### src/logic/rca_map.svh
// rca_map.svh: offsets, field positions, reset values and opcodes of the core
// assumes: included by bare name from files that need the constants
`ifndef RCA_MAP_SVH
`define RCA_MAP_SVH
// bus register offsets (byte addresses)
`define RCA_REG_CTRL 8'h00
`define RCA_REG_TRIS 8'h04
`define RCA_REG_STAT 8'h08
`define RCA_REG_PORT 8'h0c
// control field positions and reset value
`define RCA_CTRL_RC 0
`define RCA_CTRL_PULL 1
`define RCA_CTRL_TSRC 2
`define RCA_CTRL_IRQ 3
`define RCA_CTRL_RST 4'h0
// direction reset: every pin an input
`define RCA_TRIS_A_RST 5'h1f
`define RCA_TRIS_B_RST 8'hff
// bus responses
`define RCA_RESP_OKAY 2'h0
`define RCA_RESP_SLVERR 2'h2
// data space locations of special control registers
`define RCA_DA_PCL 7'h02
`define RCA_DA_STATUS 7'h03
`define RCA_DA_PORT_A_A 7'h05
`define RCA_DA_PORT_B_B 7'h06
// status flag positions
`define RCA_ST_C 0
`define RCA_ST_DC 1
`define RCA_ST_Z 2
// opcodes in instruction bits 13:8, goto in bits 13:11
`define RCA_OP_MOVWF 6'h00
`define RCA_OP_CLR 6'h01
`define RCA_OP_SUB 6'h02
`define RCA_OP_OR 6'h04
`define RCA_OP_AND 6'h05
`define RCA_OP_XOR 6'h06
`define RCA_OP_ADD 6'h07
`define RCA_OP_MOVF 6'h08
`define RCA_OP_RR 6'h0c
`define RCA_OP_RL 6'h0d
`define RCA_OP_MOVLW 6'h30
`define RCA_OP_ANDLW 6'h39
`define RCA_OP_SUBLW 6'h3c
`define RCA_OP_ADDLW 6'h3e
`define RCA_OP_GOTO 3'h5
`endif

### src/logic/rca_pkg.sv
// rca_pkg: types of the core datapath
// assumes: nothing beyond the language
package rca_pkg;
   typedef enum logic [1:0] {
      RCA_PH1 = 2'b00,
      RCA_PH2 = 2'b01,
      RCA_PH3 = 2'b10,
      RCA_PH4 = 2'b11
   } rca_phase_t;
   typedef enum logic [3:0] {
      RCA_ALU_NONE = 4'b0000,
      RCA_ALU_ADD = 4'b0001,
      RCA_ALU_SUB = 4'b0010,
      RCA_ALU_AND = 4'b0011,
      RCA_ALU_OR = 4'b0100,
      RCA_ALU_XOR = 4'b0101,
      RCA_ALU_RL = 4'b0110,
      RCA_ALU_RR = 4'b0111,
      RCA_ALU_PASSF = 4'b1000,
      RCA_ALU_PASSW = 4'b1001,
      RCA_ALU_PASSK = 4'b1010,
      RCA_ALU_CLR = 4'b1011
   } rca_alu_op_t;
endpackage : rca_pkg

### src/logic/rca_core.sv
// rca_core: 8-bit two-stage core datapath with pin control and an AXI4-Lite register slave
// assumes: one clock mclk, synchronous inputs, program memory answering in the same cycle
// Notes on behaviour
// - separate instruction and data buses
// - whole 14-bit word fetched per cycle
// - fetch overlaps execution, two stages
// - one cycle per instruction, jumps longer
// - program store sized 512 or 1024
// - control registers sit in data space
// - any operation on any data register
// - 8-bit unit: add, sub, shift, logic
// - arithmetic in two's complement
// - two operands: accumulator plus register/constant
// - single operand: accumulator or register
// - accumulator 8 bits, not addressable
// - carry, nibble carry, zero flags updated
// - subtraction flags show inverted borrow
// - rc mode outputs quarter-rate clock
// - master clear low resets core
// - port a bit 4 open drain, timer source
// - port b software weak pull-ups
// - port b bit 0 external interrupt
// - four phases per instruction cycle
// - operand read phase two, write phase four
// - pointer change flushes fetched instruction
//
// Chosen here: the AXI4-Lite register port and the register addresses.
`timescale 1ns/1ns
`default_nettype none
`include "rca_map.svh"
module rca_core #(
   parameter int PROG_WORDS = 1024
) (
   input wire logic mclk,
   input wire logic reset,
   input wire logic ce,
   input wire logic master_clear_n,
   output logic [12:0] prog_addr,
   input wire logic [13:0] prog_data,
   output logic [6:0] data_addr,
   output logic data_rd_en,
   input wire logic [7:0] data_rdata,
   output logic data_wr_en,
   output logic [7:0] data_wdata,
   output logic oscillator_output_clock_out,
   input wire logic [4:0] port_a_i,
   output logic [4:0] port_a_o,
   output logic [4:0] port_a_oe_n,
   input wire logic [7:0] port_b_i,
   output logic [7:0] port_b_o,
   output logic [7:0] port_b_oe_n,
   output logic [7:0] port_b_pullup_en,
   output logic main_timer_tick,
   output logic port_b_bit0_ext_irq,
   input wire logic [7:0] s_axi_awaddr,
   input wire logic s_axi_awvalid,
   output logic s_axi_awready,
   input wire logic [31:0] s_axi_wdata,
   input wire logic [3:0] s_axi_wstrb,
   input wire logic s_axi_wvalid,
   output logic s_axi_wready,
   output logic [1:0] s_axi_bresp,
   output logic s_axi_bvalid,
   input wire logic s_axi_bready,
   input wire logic [7:0] s_axi_araddr,
   input wire logic s_axi_arvalid,
   output logic s_axi_arready,
   output logic [31:0] s_axi_rdata,
   output logic [1:0] s_axi_rresp,
   output logic s_axi_rvalid,
   input wire logic s_axi_rready
);
   localparam int PAW = $clog2(PROG_WORDS);

   function automatic logic [31:0] merge_bytes(input logic [31:0] old_v,
                                                input logic [31:0] new_v,
                                                input logic [3:0] strb);
      logic [31:0] r;
      r = old_v;
      for (int i = 0; i < 4; i++) begin
         if (strb[i]) begin
            r[i*8 +: 8] = new_v[i*8 +: 8];
         end
      end
      return r;
   endfunction : merge_bytes

   logic rst_core;
   rca_pkg::rca_phase_t phase_r;
   logic [12:0] pc_r;
   logic [13:0] fetch_r;
   logic fetch_valid_r;
   logic [13:0] ir_r;
   logic exec_valid_r;
   logic [7:0] w_r;
   logic [2:0] flags_r;
   logic [7:0] opnd_r;
   logic [7:0] result_r;
   logic [2:0] flags_nxt_r;
   logic [4:0] port_a_r;
   logic [7:0] port_b_r;
   logic [3:0] ctrl_r;
   logic [4:0] tris_a_r;
   logic [7:0] tris_b_r;
   logic pa4_prev_r;
   logic pb0_prev_r;
   logic [5:0] op;
   logic dest_f;
   logic is_lit;
   logic is_jump;
   logic ext_addr;
   rca_pkg::rca_alu_op_t alu_op;
   logic [7:0] alu_a;
   logic [7:0] alu_b;
   logic [7:0] alu_res;
   logic [2:0] alu_flags;
   logic [2:0] flag_mask;
   logic [8:0] sum9;
   logic [8:0] dif9;
   logic [4:0] nsum5;
   logic [4:0] ndif5;
   logic [7:0] rd_int;
   logic pcl_write;

   assign rst_core = reset | ~master_clear_n;

   // instruction cycle of four phases
   always_ff @(posedge mclk) begin
      if (rst_core) begin
         phase_r <= rca_pkg::RCA_PH1;
      end else if (ce) begin
         case (phase_r)
            rca_pkg::RCA_PH1: phase_r <= rca_pkg::RCA_PH2;
            rca_pkg::RCA_PH2: phase_r <= rca_pkg::RCA_PH3;
            rca_pkg::RCA_PH3: phase_r <= rca_pkg::RCA_PH4;
            rca_pkg::RCA_PH4: phase_r <= rca_pkg::RCA_PH1;
            default: phase_r <= rca_pkg::RCA_PH1;
         endcase
      end
   end

   // decode of the executing word
   assign op = ir_r[13:8];
   assign dest_f = ir_r[7];
   assign is_lit = (op[5:4] == 2'h3);
   assign is_jump = exec_valid_r && (ir_r[13:11] == `RCA_OP_GOTO);
   assign data_addr = ir_r[6:0];
   assign ext_addr = !(data_addr == `RCA_DA_PCL || data_addr == `RCA_DA_STATUS ||
                       data_addr == `RCA_DA_PORT_A_A || data_addr == `RCA_DA_PORT_B_B);

   always_comb begin
      case (op)
         `RCA_OP_MOVWF: alu_op = dest_f ? rca_pkg::RCA_ALU_PASSW : rca_pkg::RCA_ALU_NONE;
         `RCA_OP_CLR: alu_op = rca_pkg::RCA_ALU_CLR;
         `RCA_OP_SUB, `RCA_OP_SUBLW: alu_op = rca_pkg::RCA_ALU_SUB;
         `RCA_OP_OR: alu_op = rca_pkg::RCA_ALU_OR;
         `RCA_OP_AND, `RCA_OP_ANDLW: alu_op = rca_pkg::RCA_ALU_AND;
         `RCA_OP_XOR: alu_op = rca_pkg::RCA_ALU_XOR;
         `RCA_OP_ADD, `RCA_OP_ADDLW: alu_op = rca_pkg::RCA_ALU_ADD;
         `RCA_OP_MOVF: alu_op = rca_pkg::RCA_ALU_PASSF;
         `RCA_OP_RR: alu_op = rca_pkg::RCA_ALU_RR;
         `RCA_OP_RL: alu_op = rca_pkg::RCA_ALU_RL;
         `RCA_OP_MOVLW: alu_op = rca_pkg::RCA_ALU_PASSK;
         default: alu_op = rca_pkg::RCA_ALU_NONE;
      endcase
   end

   // operand b is a data register or the literal, a is the accumulator
   assign alu_a = w_r;
   assign alu_b = is_lit ? ir_r[7:0] : opnd_r;
   assign sum9 = {1'b0, alu_b} + {1'b0, alu_a};
   assign dif9 = {1'b0, alu_b} - {1'b0, alu_a};
   assign nsum5 = {1'b0, alu_b[3:0]} + {1'b0, alu_a[3:0]};
   assign ndif5 = {1'b0, alu_b[3:0]} - {1'b0, alu_a[3:0]};

   always_comb begin
      alu_res = 8'h00;
      alu_flags = flags_r;
      flag_mask = 3'h4;
      case (alu_op)
         rca_pkg::RCA_ALU_ADD: begin
            alu_res = sum9[7:0];
            alu_flags[`RCA_ST_C] = sum9[8];
            alu_flags[`RCA_ST_DC] = nsum5[4];
            flag_mask = 3'h7;
         end
         rca_pkg::RCA_ALU_SUB: begin
            alu_res = dif9[7:0];
            alu_flags[`RCA_ST_C] = ~dif9[8];
            alu_flags[`RCA_ST_DC] = ~ndif5[4];
            flag_mask = 3'h7;
         end
         rca_pkg::RCA_ALU_AND: alu_res = alu_a & alu_b;
         rca_pkg::RCA_ALU_OR: alu_res = alu_a | alu_b;
         rca_pkg::RCA_ALU_XOR: alu_res = alu_a ^ alu_b;
         rca_pkg::RCA_ALU_RL: begin
            alu_res = {alu_b[6:0], flags_r[`RCA_ST_C]};
            alu_flags[`RCA_ST_C] = alu_b[7];
            flag_mask = 3'h1;
         end
         rca_pkg::RCA_ALU_RR: begin
            alu_res = {flags_r[`RCA_ST_C], alu_b[7:1]};
            alu_flags[`RCA_ST_C] = alu_b[0];
            flag_mask = 3'h1;
         end
         rca_pkg::RCA_ALU_PASSF: alu_res = alu_b;
         rca_pkg::RCA_ALU_PASSW: begin
            alu_res = alu_a;
            flag_mask = 3'h0;
         end
         rca_pkg::RCA_ALU_PASSK: begin
            alu_res = alu_b;
            flag_mask = 3'h0;
         end
         rca_pkg::RCA_ALU_CLR: alu_res = 8'h00;
         default: flag_mask = 3'h0;
      endcase
      if (flag_mask[`RCA_ST_Z]) begin
         alu_flags[`RCA_ST_Z] = (alu_res == 8'h00);
      end
      alu_flags = (alu_flags & flag_mask) | (flags_r & ~flag_mask);
   end

   // special control registers answer inside the data space
   always_comb begin
      case (data_addr)
         `RCA_DA_PCL: rd_int = pc_r[7:0];
         `RCA_DA_STATUS: rd_int = {5'h00, flags_r};
         `RCA_DA_PORT_A_A: rd_int = {3'h0, port_a_i};
         `RCA_DA_PORT_B_B: rd_int = port_b_i;
         default: rd_int = data_rdata;
      endcase
   end

   // data bus strobes: operand read in phase two, destination write in phase four
   assign data_rd_en = ce && exec_valid_r && !is_lit && !is_jump && ext_addr &&
                       (phase_r == rca_pkg::RCA_PH2);
   assign data_wr_en = ce && exec_valid_r && !is_lit && dest_f && ext_addr &&
                       (alu_op != rca_pkg::RCA_ALU_NONE) &&
                       (phase_r == rca_pkg::RCA_PH4);
   assign data_wdata = result_r;
   assign pcl_write = exec_valid_r && !is_lit && dest_f && (data_addr == `RCA_DA_PCL) &&
                      (alu_op != rca_pkg::RCA_ALU_NONE);

   // fetch stage: whole word latched in phase four, pointer advances
   assign prog_addr = {{(13 - PAW){1'b0}}, pc_r[PAW-1:0]};
   always_ff @(posedge mclk) begin
      if (rst_core) begin
         pc_r <= 13'h0000;
         fetch_r <= 14'h0000;
         fetch_valid_r <= 1'b0;
      end else if (ce && phase_r == rca_pkg::RCA_PH4) begin
         fetch_r <= prog_data;
         if (is_jump) begin
            pc_r <= {2'h0, ir_r[10:0]};
            fetch_valid_r <= 1'b0;
         end else if (pcl_write) begin
            pc_r <= {pc_r[12:8], result_r};
            fetch_valid_r <= 1'b0;
         end else begin
            pc_r <= pc_r + 13'h0001;
            fetch_valid_r <= 1'b1;
         end
      end
   end

   // execute stage takes the fetched word in phase one
   always_ff @(posedge mclk) begin
      if (rst_core) begin
         ir_r <= 14'h0000;
         exec_valid_r <= 1'b0;
      end else if (ce && phase_r == rca_pkg::RCA_PH1) begin
         ir_r <= fetch_r;
         exec_valid_r <= fetch_valid_r;
      end
   end

   always_ff @(posedge mclk) begin
      if (rst_core) begin
         opnd_r <= 8'h00;
         result_r <= 8'h00;
         flags_nxt_r <= 3'h0;
      end else if (ce && phase_r == rca_pkg::RCA_PH2) begin
         opnd_r <= rd_int;
      end else if (ce && phase_r == rca_pkg::RCA_PH3) begin
         result_r <= alu_res;
         flags_nxt_r <= alu_flags;
      end
   end

   // destination write: accumulator or any data register
   always_ff @(posedge mclk) begin
      if (rst_core) begin
         w_r <= 8'h00;
         flags_r <= 3'h0;
         port_a_r <= 5'h00;
         port_b_r <= 8'h00;
      end else if (ce && phase_r == rca_pkg::RCA_PH4 && exec_valid_r &&
                   alu_op != rca_pkg::RCA_ALU_NONE) begin
         if (is_lit || !dest_f) begin
            w_r <= result_r;
         end
         flags_r <= flags_nxt_r;
         if (!is_lit && dest_f) begin
            case (data_addr)
               `RCA_DA_STATUS: flags_r <= result_r[2:0];
               `RCA_DA_PORT_A_A: port_a_r <= result_r[4:0];
               `RCA_DA_PORT_B_B: port_b_r <= result_r;
               default: ;
            endcase
         end
      end
   end

   // clock out high through phases three and four
   always_ff @(posedge mclk) begin
      if (rst_core) begin
         oscillator_output_clock_out <= 1'b0;
      end else if (ce) begin
         oscillator_output_clock_out <= ctrl_r[`RCA_CTRL_RC] &&
            (phase_r == rca_pkg::RCA_PH2 || phase_r == rca_pkg::RCA_PH3);
      end
   end

   // pins
   assign port_a_o = {1'b0, port_a_r[3:0]};
   assign port_a_oe_n = {tris_a_r[4] | port_a_r[4], tris_a_r[3:0]};
   assign port_b_o = port_b_r;
   assign port_b_oe_n = tris_b_r;
   assign port_b_pullup_en = {8{ctrl_r[`RCA_CTRL_PULL]}} & tris_b_r;

   always_ff @(posedge mclk) begin
      if (rst_core) begin
         pa4_prev_r <= 1'b0;
         pb0_prev_r <= 1'b0;
         main_timer_tick <= 1'b0;
         port_b_bit0_ext_irq <= 1'b0;
      end else if (ce) begin
         pa4_prev_r <= port_a_i[4];
         pb0_prev_r <= port_b_i[0];
         main_timer_tick <= ctrl_r[`RCA_CTRL_TSRC] ? (port_a_i[4] && !pa4_prev_r) :
                            (phase_r == rca_pkg::RCA_PH4);
         port_b_bit0_ext_irq <= ctrl_r[`RCA_CTRL_IRQ] && tris_b_r[0] &&
                                port_b_i[0] && !pb0_prev_r;
      end
   end

   // AXI4-Lite slave
   logic aw_hold_r;
   logic w_hold_r;
   logic [7:0] awaddr_r;
   logic [31:0] wdata_r;
   logic [3:0] wstrb_r;
   logic [31:0] rd_mux;
   logic rd_hit;
   logic [31:0] ctrl_merged;
   logic [31:0] tris_merged;

   assign ctrl_merged = merge_bytes({28'h0, ctrl_r}, wdata_r, wstrb_r);
   assign tris_merged = merge_bytes({16'h0, tris_b_r, 3'h0, tris_a_r}, wdata_r, wstrb_r);
   assign s_axi_awready = ce && !aw_hold_r && !s_axi_bvalid;
   assign s_axi_wready = ce && !w_hold_r && !s_axi_bvalid;
   assign s_axi_arready = ce && !s_axi_rvalid;

   always_ff @(posedge mclk) begin
      if (reset) begin
         aw_hold_r <= 1'b0;
         w_hold_r <= 1'b0;
         awaddr_r <= 8'h00;
         wdata_r <= 32'h0000_0000;
         wstrb_r <= 4'h0;
         s_axi_bvalid <= 1'b0;
         s_axi_bresp <= `RCA_RESP_OKAY;
         ctrl_r <= `RCA_CTRL_RST;
         tris_a_r <= `RCA_TRIS_A_RST;
         tris_b_r <= `RCA_TRIS_B_RST;
      end else if (ce) begin
         if (s_axi_awvalid && s_axi_awready) begin
            aw_hold_r <= 1'b1;
            awaddr_r <= s_axi_awaddr;
         end
         if (s_axi_wvalid && s_axi_wready) begin
            w_hold_r <= 1'b1;
            wdata_r <= s_axi_wdata;
            wstrb_r <= s_axi_wstrb;
         end
         if (aw_hold_r && w_hold_r) begin
            aw_hold_r <= 1'b0;
            w_hold_r <= 1'b0;
            s_axi_bvalid <= 1'b1;
            s_axi_bresp <= `RCA_RESP_OKAY;
            case ({awaddr_r[7:2], 2'h0})
               `RCA_REG_CTRL: ctrl_r <= ctrl_merged[3:0];
               `RCA_REG_TRIS: begin
                  tris_a_r <= tris_merged[4:0];
                  tris_b_r <= tris_merged[15:8];
               end
               `RCA_REG_STAT, `RCA_REG_PORT: ;
               default: s_axi_bresp <= `RCA_RESP_SLVERR;
            endcase
         end else if (s_axi_bvalid && s_axi_bready) begin
            s_axi_bvalid <= 1'b0;
         end
      end
   end

   always_comb begin
      rd_hit = 1'b1;
      case ({s_axi_araddr[7:2], 2'h0})
         `RCA_REG_CTRL: rd_mux = {28'h0, ctrl_r};
         `RCA_REG_TRIS: rd_mux = {16'h0, tris_b_r, 3'h0, tris_a_r};
         `RCA_REG_STAT: rd_mux = {3'h0, pc_r, 5'h00, flags_r, w_r};
         `RCA_REG_PORT: rd_mux = {port_b_i, 3'h0, port_a_i, port_b_r, 3'h0, port_a_r};
         default: begin
            rd_mux = 32'h0000_0000;
            rd_hit = 1'b0;
         end
      endcase
   end

   always_ff @(posedge mclk) begin
      if (reset) begin
         s_axi_rvalid <= 1'b0;
         s_axi_rdata <= 32'h0000_0000;
         s_axi_rresp <= `RCA_RESP_OKAY;
      end else if (ce) begin
         if (s_axi_arvalid && s_axi_arready) begin
            s_axi_rvalid <= 1'b1;
            s_axi_rdata <= rd_mux;
            s_axi_rresp <= rd_hit ? `RCA_RESP_OKAY : `RCA_RESP_SLVERR;
         end else if (s_axi_rready) begin
            s_axi_rvalid <= 1'b0;
         end
      end
   end
endmodule : rca_core
`default_nettype wire

### config.mk
export PLATFORM = sky130hd
export DESIGN_NAME = rca_core
export DESIGN_NICKNAME = d
export VERILOG_FILES = /design/src/logic/rca_pkg.sv /design/src/logic/rca_core.sv
export VERILOG_INCLUDE_DIRS = /design/src /design/src/logic
export SDC_FILE = /design/constraint.sdc
export NUM_CORES = 1
export LEC_CHECK = 0
export ABC_AREA = 1
export BUFFER_PORTS_ARGS = -buffer_cell sky130_fd_sc_hd__buf_2
export CAP_MARGIN = 10
export CORE_MARGIN = 2
export CORE_UTILIZATION = 35
export CTS_BUF_LIST = sky130_fd_sc_hd__clkbuf_4 sky130_fd_sc_hd__clkbuf_8
export CTS_CLUSTER_SIZE = 20
export DETAILED_ROUTE_END_ITERATION = 10
export HOLD_SLACK_MARGIN = 0.03
export PLACE_DENSITY = 0.52
export SLEW_MARGIN = 40
export SYNTH_ARGS = -nofsm -noshare
export SYNTH_HDL_FRONTEND = slang
export SYNTH_SLANG_ARGS = --single-unit
### constraint.sdc
create_clock -name mclk -period 6.86 [get_ports mclk]
set_input_delay 1.029 -clock mclk [delete_from_list [all_inputs] [get_ports mclk]]
set_output_delay 1.029 -clock mclk [all_outputs]
set_load 0.1 [all_outputs]
==> impl_metrics.env, run 1 <==
export IMPL_netlist_top_cell_by_area="dfxtp_1"
export IMPL_yosys_top_cells_count="nand2_1, inv_1, dfxtp_1"
export IMPL_worst_slack_ps=2450
export IMPL_wl_per_cell_um=16.7
export IMPL_route_detailed_drc=0
export IMPL_end_kind="output pin"
export IMPL_routabilityCongestion=0.908
export IMPL_post_route_period_util_pct=64.3
export IMPL_ys_types=54
export IMPL_leakagePower_nw=5.00
export IMPL_cts_root_buffer="clkbuf_8"
export IMPL_nets=1630
export IMPL_grt_pass1_wl_mm=48.4
export IMPL_finalInstanceArea_um2=10700
export IMPL_yosys_top_cells_area="dfxtp_1, nand2_1, inv_1"
export IMPL_cts_path_max_buffers=2
export IMPL_hold_worst_slack_ps=453
export IMPL_dieArea_um2=28300
export IMPL_grt_max_degree=67
export IMPL_overflow=0
export IMPL_core_area_um2=26700
export IMPL_clkTransAtPathRegs_ps=110
export IMPL_multiInputGateArea_um2=4940
export IMPL_first_global_vias=8625
export IMPL_status="finished, final reports clean"
export IMPL_place_detailed_hpwl_mm=23.9
export IMPL_cts_resized=0
export IMPL_power_density_nw_per_um2=184
export IMPL_ant_nets=0
export IMPL_crit_required_ps=5830
export IMPL_path_class="reg2out"
export IMPL_syn_inst=1381
export IMPL_die_w_um=168
export IMPL_grt_usage_pct=21.7
export IMPL_dpl_instance_area_um2=10300
export IMPL_async_flop_share_pct=0
export IMPL_clk_latency_ps=470
export IMPL_cp_max_fo=14
export IMPL_ff_latch_area_um2=3380
export IMPL_initial_utilization_pct=35.3
export IMPL_cts_buffers=17
export IMPL_cts_sink_count=169
export IMPL_rows=60
export IMPL_yosys_cell_count_top_type="nand2_1"
export IMPL_synth_top_area_share_pct=35.8
export IMPL_postLayoutCoreUtil_pct=40.2
export IMPL_yosys_most_used_dff="dfxtp_1"
export IMPL_peakVddDrop_mv=0.118
export IMPL_syn_to_final_growth_pct=13.9
export IMPL_finalSetupViolCount=0
export IMPL_ys_seq_area_share_pct=35.8
export IMPL_netlist_area_um2=9440
export IMPL_cap_violations=0
export IMPL_rrSetupSlack_ps=3540
export IMPL_first_pass_iters=5
export IMPL_fmax_mhz=227
export IMPL_antenna_found_initial=2
export IMPL_routed_via_density=5.04
export IMPL_critical_path_arrival_ps=3380
export IMPL_drive_gt1_share_pct=17.6
export IMPL_worstMarginPinSlew_ps=678
export IMPL_dp_slack_ps=2930
export IMPL_start_kind="flop"
export IMPL_final_fill_count=2947
export IMPL_tns_ps=0
export IMPL_first_iter_violations=786
export IMPL_synth_edf_count=0
export IMPL_cts_htree_levels=4
export IMPL_relSlewSlack_pct=54.4
export IMPL_rsz0062_at_grt="no"
export IMPL_portBuffers=172
export IMPL_cts_tree="yes"
export IMPL_hold_viol_final=0
export IMPL_hold_path_class="reg2reg"
export IMPL_ios=204
export IMPL_min_period_ps=4410
export IMPL_post_cts_setup_buffer_count=0
export IMPL_cts_hold_buf=0
export IMPL_ys_seq_elements=169
export IMPL_fin_skew_ps=18.8
export IMPL_syn_mean_instance_area_um2=6.83
export IMPL_wl_mm=31.0
export IMPL_num_vias=9355
export IMPL_ys_warn_count=0
export IMPL_dieHeight_um=168
export IMPL_slew_violations=0
state kept, by name, summed over array words and instances (netlist names), 2 cells and up:
register	cells
alu_a	8
awaddr_r	6
ctrl_r	4
data_wdata	8
fetch_r	14
flags_nxt_r	3
flags_r	3
ir_r	14
opnd_r	8
pc_r	13
phase_r	2
port_a_r	5
port_b_o	8
port_b_oe_n	8
s_axi_rdata	32
tris_a_r	5
wdata_r	13
wstrb_r	2
cells by family (layout without fill, tap and decap cells):
group | after synthesis | count (layout) | share of synthesized area (%)
mux | 2 | 2 | 0.239
xor+xnor | 10 | 10 | 0.928
other cells | 1 | 8 | 0.0397
buf+inv | 263 | 391 | 12.2
compound gates | 305 | 305 | 18.0
flops | 169 | 169 | 35.8
fa+ha+maj | 33 | 33 | 4.53
simple gates | 598 | 598 | 28.2
final cells by class:
| class | count | share of cell area (%) |
|---|---|---|
| clock inverters | 14 | 1.43 |
| clock buffers | 18 | 2.31 |
| flip-flops and latches | 169 | 31.5 |
| well taps | 341 | 3.97 |
| repair buffers | 178 | 8.43 |
| inverters | 181 | 6.41 |
| multi-input cells | 954 | 45.9 |
| diodes | 2 | 0.0466 |
critical path, cell delays in order (launching register included):
cell	delay, ps
dfxtp_1	400
nor2_2	540
nand3_1	140
nand2_1	430
inv_1	150
nand3_1	120
nor2_2	70
nand3_4	120
nand2_4	120
nor3_1	310
buf_2	500
through the flow:
step                cells  power [mW]
detailed placement   1823        1.27
finish               1857        1.97
global placement     1823        1.27
CTS                  1855        1.99
global route         1857        2.06
floorplan            1386        1.21
power breakdown:
part	switching (mW)	leakage, nW	total, mW	internal, mW
Clock	0.438	0.200	0.722	0.284
Sequential	0.0140	1.37	1.01	1.00
Combinational	0.184	3.43	0.238	0.0538
Total	0.636	5.00	1.97	1.34
worst paths after layout:
check / start / to / depth (start not counted)
hold reg to reg: s_axi_bresp[1] / s_axi_bresp[1] / 2
setup reg to reg: ir_r[12] / flags_nxt_r[2] / 17
hold / removal: s_axi_bresp[1] / s_axi_bresp[1] / 2
setup / recovery: ir_r[12] / data_wr_en / 10
routing by layer:
layer / share of wire (%) / global-route usage [%]
met5: 0 / 0
met4: 1.4 / 5.13
met3: 5.4 / 3.90
met2: 45 / 34.5
met1: 48 / 30.6
cell usage in the layout, fill, tap and decap left out, drive strengths merged:
master and n:
a31oi 2, inv 187, nor4 2, o21ai 125, conb 6, mux2 2
or3 1, a21oi 112, clkbuf 18, a221oi 5, nand2 293, nand3 74
ha 31, o211ai 17, buf 178, xor2 10, clkinv 7, clkinvlp 1
a211o 3, fa 2, o21bai 2, nor2b 1, nand3b 6, or2 6
nand4 30, o22ai 30, a21boi 1, dfxtp 169, diode 2, nor2 164
a211oi 1, o21a 2, o221ai 2, nor3 21, a22oi 3
Note: power is estimated with default switching activity, not from simulation.
==> run 2: changes to the inputs <==
--- a/config.mk
+++ b/config.mk
@@ -6,7 +6,7 @@
 export SDC_FILE = /design/constraint.sdc
 export NUM_CORES = 1
 export LEC_CHECK = 0
-export ABC_AREA = 1
+export ABC_AREA = 0
 export BUFFER_PORTS_ARGS = -buffer_cell sky130_fd_sc_hd__buf_2
 export CAP_MARGIN = 10
 export CORE_MARGIN = 2
@@ -15,7 +15,7 @@
 export CTS_CLUSTER_SIZE = 20
 export DETAILED_ROUTE_END_ITERATION = 10
 export HOLD_SLACK_MARGIN = 0.03
-export PLACE_DENSITY = 0.52
+export PLACE_DENSITY = 0.53
 export SLEW_MARGIN = 40
 export SYNTH_ARGS = -nofsm -noshare
 export SYNTH_HDL_FRONTEND = slang
==> constraint.sdc (replaced) <==
create_clock -name mclk -period 4.15 [get_ports mclk]
set_input_delay 0.6225 -clock mclk [delete_from_list [all_inputs] [get_ports mclk]]
set_output_delay 0.6225 -clock mclk [all_outputs]
set_load 0.1 [all_outputs]
==> run 2 against run 1 <==
Effect of this change: non-clock buffer count up 11; count of clock-buffer cells in the layout unchanged; flip-flop and latch count unchanged; first-iteration DRC count down 38%; setup slack worse by 2000 ps; critical path depth down 4; core utilization up 0.11 points.
==> impl_metrics.env, run 2 <==
export IMPL_status="finished, final reports clean"
export IMPL_path_class="reg2out"
export IMPL_whs_endpoint="fetch_r[5]"
export IMPL_yosys_top_cells_area="dfxtp_1, nand2_1, a21oi_1"
export IMPL_place_detailed_hpwl_mm=22.2
export IMPL_end_kind="output pin"
export IMPL_tns_ps=0
export IMPL_synth_top_family_by_area="simple AND/OR/NAND/NOR gates"
export IMPL_crit_path_cell_trace="or4b_4, a21oi_2, a311o_2, nand3_2, nor3b_2, buf_2"
export IMPL_min_period_ps=3720
export IMPL_peakVddDrop_mv=0.192
export IMPL_synthMuxAreaShare_pct=5.39
export IMPL_synth_edf_count=0
export IMPL_use_met2_pct=34.0
export IMPL_dp_slack_ps=804
export IMPL_post_route_period_util_pct=89.6
export IMPL_num_vias=8579
export IMPL_ys_seq_area_share_pct=36.9
export IMPL_clkTransAtPathRegs_ps=110
export IMPL_nets=1388
export IMPL_clk_latency_ps=480
export IMPL_initial_utilization_pct=35.4
export IMPL_syn_to_final_growth_pct=14.0
export IMPL_netlist_area_um2=9160
export IMPL_yosys_area_share_simple_pct=23.9
export IMPL_syn_inst=1159
export IMPL_portBuffers=172
export IMPL_wl_per_cell_um=18.5
export IMPL_yosys_top_cells_count="dfxtp_1, nand2_1, nor2_1"
export IMPL_final_common_cell="buf_2"
export IMPL_final_cell_mix="buf_2, dfxtp_1, nand2_1, nor2_1, a21oi_1"
export IMPL_ff_latch_area_um2=3380
export IMPL_cap_violations=0
export IMPL_routabilityCongestion=0.864
export IMPL_gr_max_usage_layer="met2"
export IMPL_hold_viol_final=0
export IMPL_start_kind="flop"
export IMPL_grtUsageMet3_pct=3.93
export IMPL_syn_mean_instance_area_um2=7.91
export IMPL_yosys_most_used_dff="dfxtp_1"
export IMPL_grt_pass1_wl_mm=46.6
export IMPL_post_cts_setup_buffer_count=0
export IMPL_dieHeight_um=166
export IMPL_rrSetupSlack_ps=720
export IMPL_antenna_found_initial=0
export IMPL_synth_top_area_share_pct=36.9
export IMPL_crit_required_ps=3530
export IMPL_ys_types=78
export IMPL_ant_nets=0
export IMPL_rsz0062_at_grt="no"
export IMPL_fmax_mhz=269
export IMPL_largest_reg_flops=32
export IMPL_cts_tree="yes"
export IMPL_grt_max_degree=77
export IMPL_netlist_top_cell_by_area="dfxtp_1"
export IMPL_drive_gt1_share_pct=19.7
export IMPL_synth_compound_area_share_pct=20.9
export IMPL_antenna_cells=0
export IMPL_grt_usage_pct=21.2
export IMPL_cts_hold_buf=0
export IMPL_startpoint="ir_r[9]"
export IMPL_critPathMaxStageDelay_ps=680
export IMPL_core_area_um2=25900
export IMPL_cts_resized=0
export IMPL_yosys_cell_count_top_type="dfxtp_1"
export IMPL_worst_slack_ps=431
export IMPL_crit_slowest_cell="dfxtp_1"
export IMPL_die_w_um=166
export IMPL_reg2reg_depth=11
export IMPL_slew_violations=0
export IMPL_routed_via_density=5.34
export IMPL_critical_path_top_delay_family="simple AND/OR/NAND/NOR gates"
export IMPL_worstMarginPinSlew_ps=813
export IMPL_cts_root_buffer="clkbuf_8"
export IMPL_overflow=0
export IMPL_r2r_end="flags_nxt_r[2]"
export IMPL_met1_usage_pct=29.2
export IMPL_first_iter_violations=489
export IMPL_cts_htree_levels=4
export IMPL_final_fill_count=2706
export IMPL_route_detailed_drc=0
export IMPL_synth_adder_area_share_pct=4.67
export IMPL_top_regs="s_axi_rdata (32), fetch_r (14), ir_r (14)"
export IMPL_cts_sink_count=169
export IMPL_multiInputGateArea_um2=5130
export IMPL_finalSetupViolCount=0
export IMPL_first_global_vias=7959
export IMPL_r2r_start="ir_r[13]"
export IMPL_hold_path_class="in2reg"
export IMPL_rows=59
export IMPL_ys_seq_elements=169
export IMPL_async_flop_share_pct=0
export IMPL_cp_max_fo=13
export IMPL_leakagePower_nw=4.18
export IMPL_synthXorXnorAreaFrac_pct=0.669
export IMPL_cp_num_buf_inv=1
export IMPL_holdCritStartpoint="prog_data[5]"
export IMPL_critical_path_arrival_ps=3100
export IMPL_fin_skew_ps=18.5
export IMPL_ys_warn_count=0
export IMPL_top_register="s_axi_rdata"
export IMPL_ios=204
export IMPL_wl_mm=29.7
export IMPL_first_pass_iters=5
export IMPL_cts_path_max_buffers=2
export IMPL_dieArea_um2=27500
export IMPL_relSlewSlack_pct=45.8
export IMPL_cts_buffers=17
export IMPL_power_density_nw_per_um2=296
export IMPL_worst_hold_path_num_cells=3
==> run 2: cell types whose count changed after synthesis, sizes merged, moves of 22 or more <==
cell / delta
inv: -147
nand2: -125
o22ai: -22
nand3: -24
nand4: -25
mux2i: +46
nor2: -41
o21ai: -82
==> run 2: kinds of logic (layout without fill, tap and decap cells) <==
group,after synthesis,in the layout
other,1,6
and+or+nand+nor,461,461
AOI/OAI and AO/OA,293,293
adders and majority gates,33,33
xor gates and xnor gates,7,7
muxes,49,49
DFF,169,169
buffers and inverters,146,254
==> run 2: worst reg2reg max path: stages, from the launching register on <==
cell and delay, ps:
dfxtp_1 330, nand2_2 250, mux2i_1 700, inv_1 150
ha_1 350, nor2b_1 160, o2111ai_1 260, nand3b_1 150
a221oi_1 330, o21ai_1 160, nor4_1 340, a31o_1 190
==> run 2: per-layer routing <==
| metal | part of all wire (%) | routed length, µm |
|---|---|---|
| met1 | 47 | 14100 |
| met2 | 46 | 13600 |
| met3 | 5.3 | 1570 |
| met4 | 1.4 | 427 |
| met5 | 0 | 0 |
==> run 2: worst max path at each step <==
stage,cells after the start,end
after floorplan,6,data_rd_en
after global placement,11,flags_nxt_r[2]
after detailed placement,11,flags_nxt_r[2]
after CTS,6,data_wr_en
after global routing,6,data_wr_en
final,6,data_wr_en
==> run 2: report_power, final <==
part | internal [mW] | switching (mW) | total [mW]
registers | 1.64 | 0.0116 | 1.65
logic | 0.0686 | 0.180 | 0.248
clock network | 0.473 | 0.724 | 1.20
==> run 2: per-stage QoR <==
| step | hold WS, ps | total power [mW] | util, % | instance area, µm² | cells |
|---|---|---|---|---|---|
| after floorplan | 432 | 1.86 | - | 9190 | 1164 |
| after global placement | 436 | 1.93 | 38.7 | 10000 | 1575 |
| after detailed placement | 443 | 1.94 | 38.8 | 10000 | 1575 |
| after CTS | 334 | 3.13 | 40.3 | 10400 | 1607 |
| after global routing | 346 | 3.21 | 40.3 | 10400 | 1607 |
| final | 361 | 3.09 | 40.3 | 10400 | 1607 |
==> run 2: cell type report <==
type                       count  area share (%)
clock buffer                  18            2.37
timing repair buffer         189            9.46
tap                          335            4.01
inverter                      33            1.19
clock inverter                14            1.45
multi-input combinational    849            49.1
sequential                   169            32.4
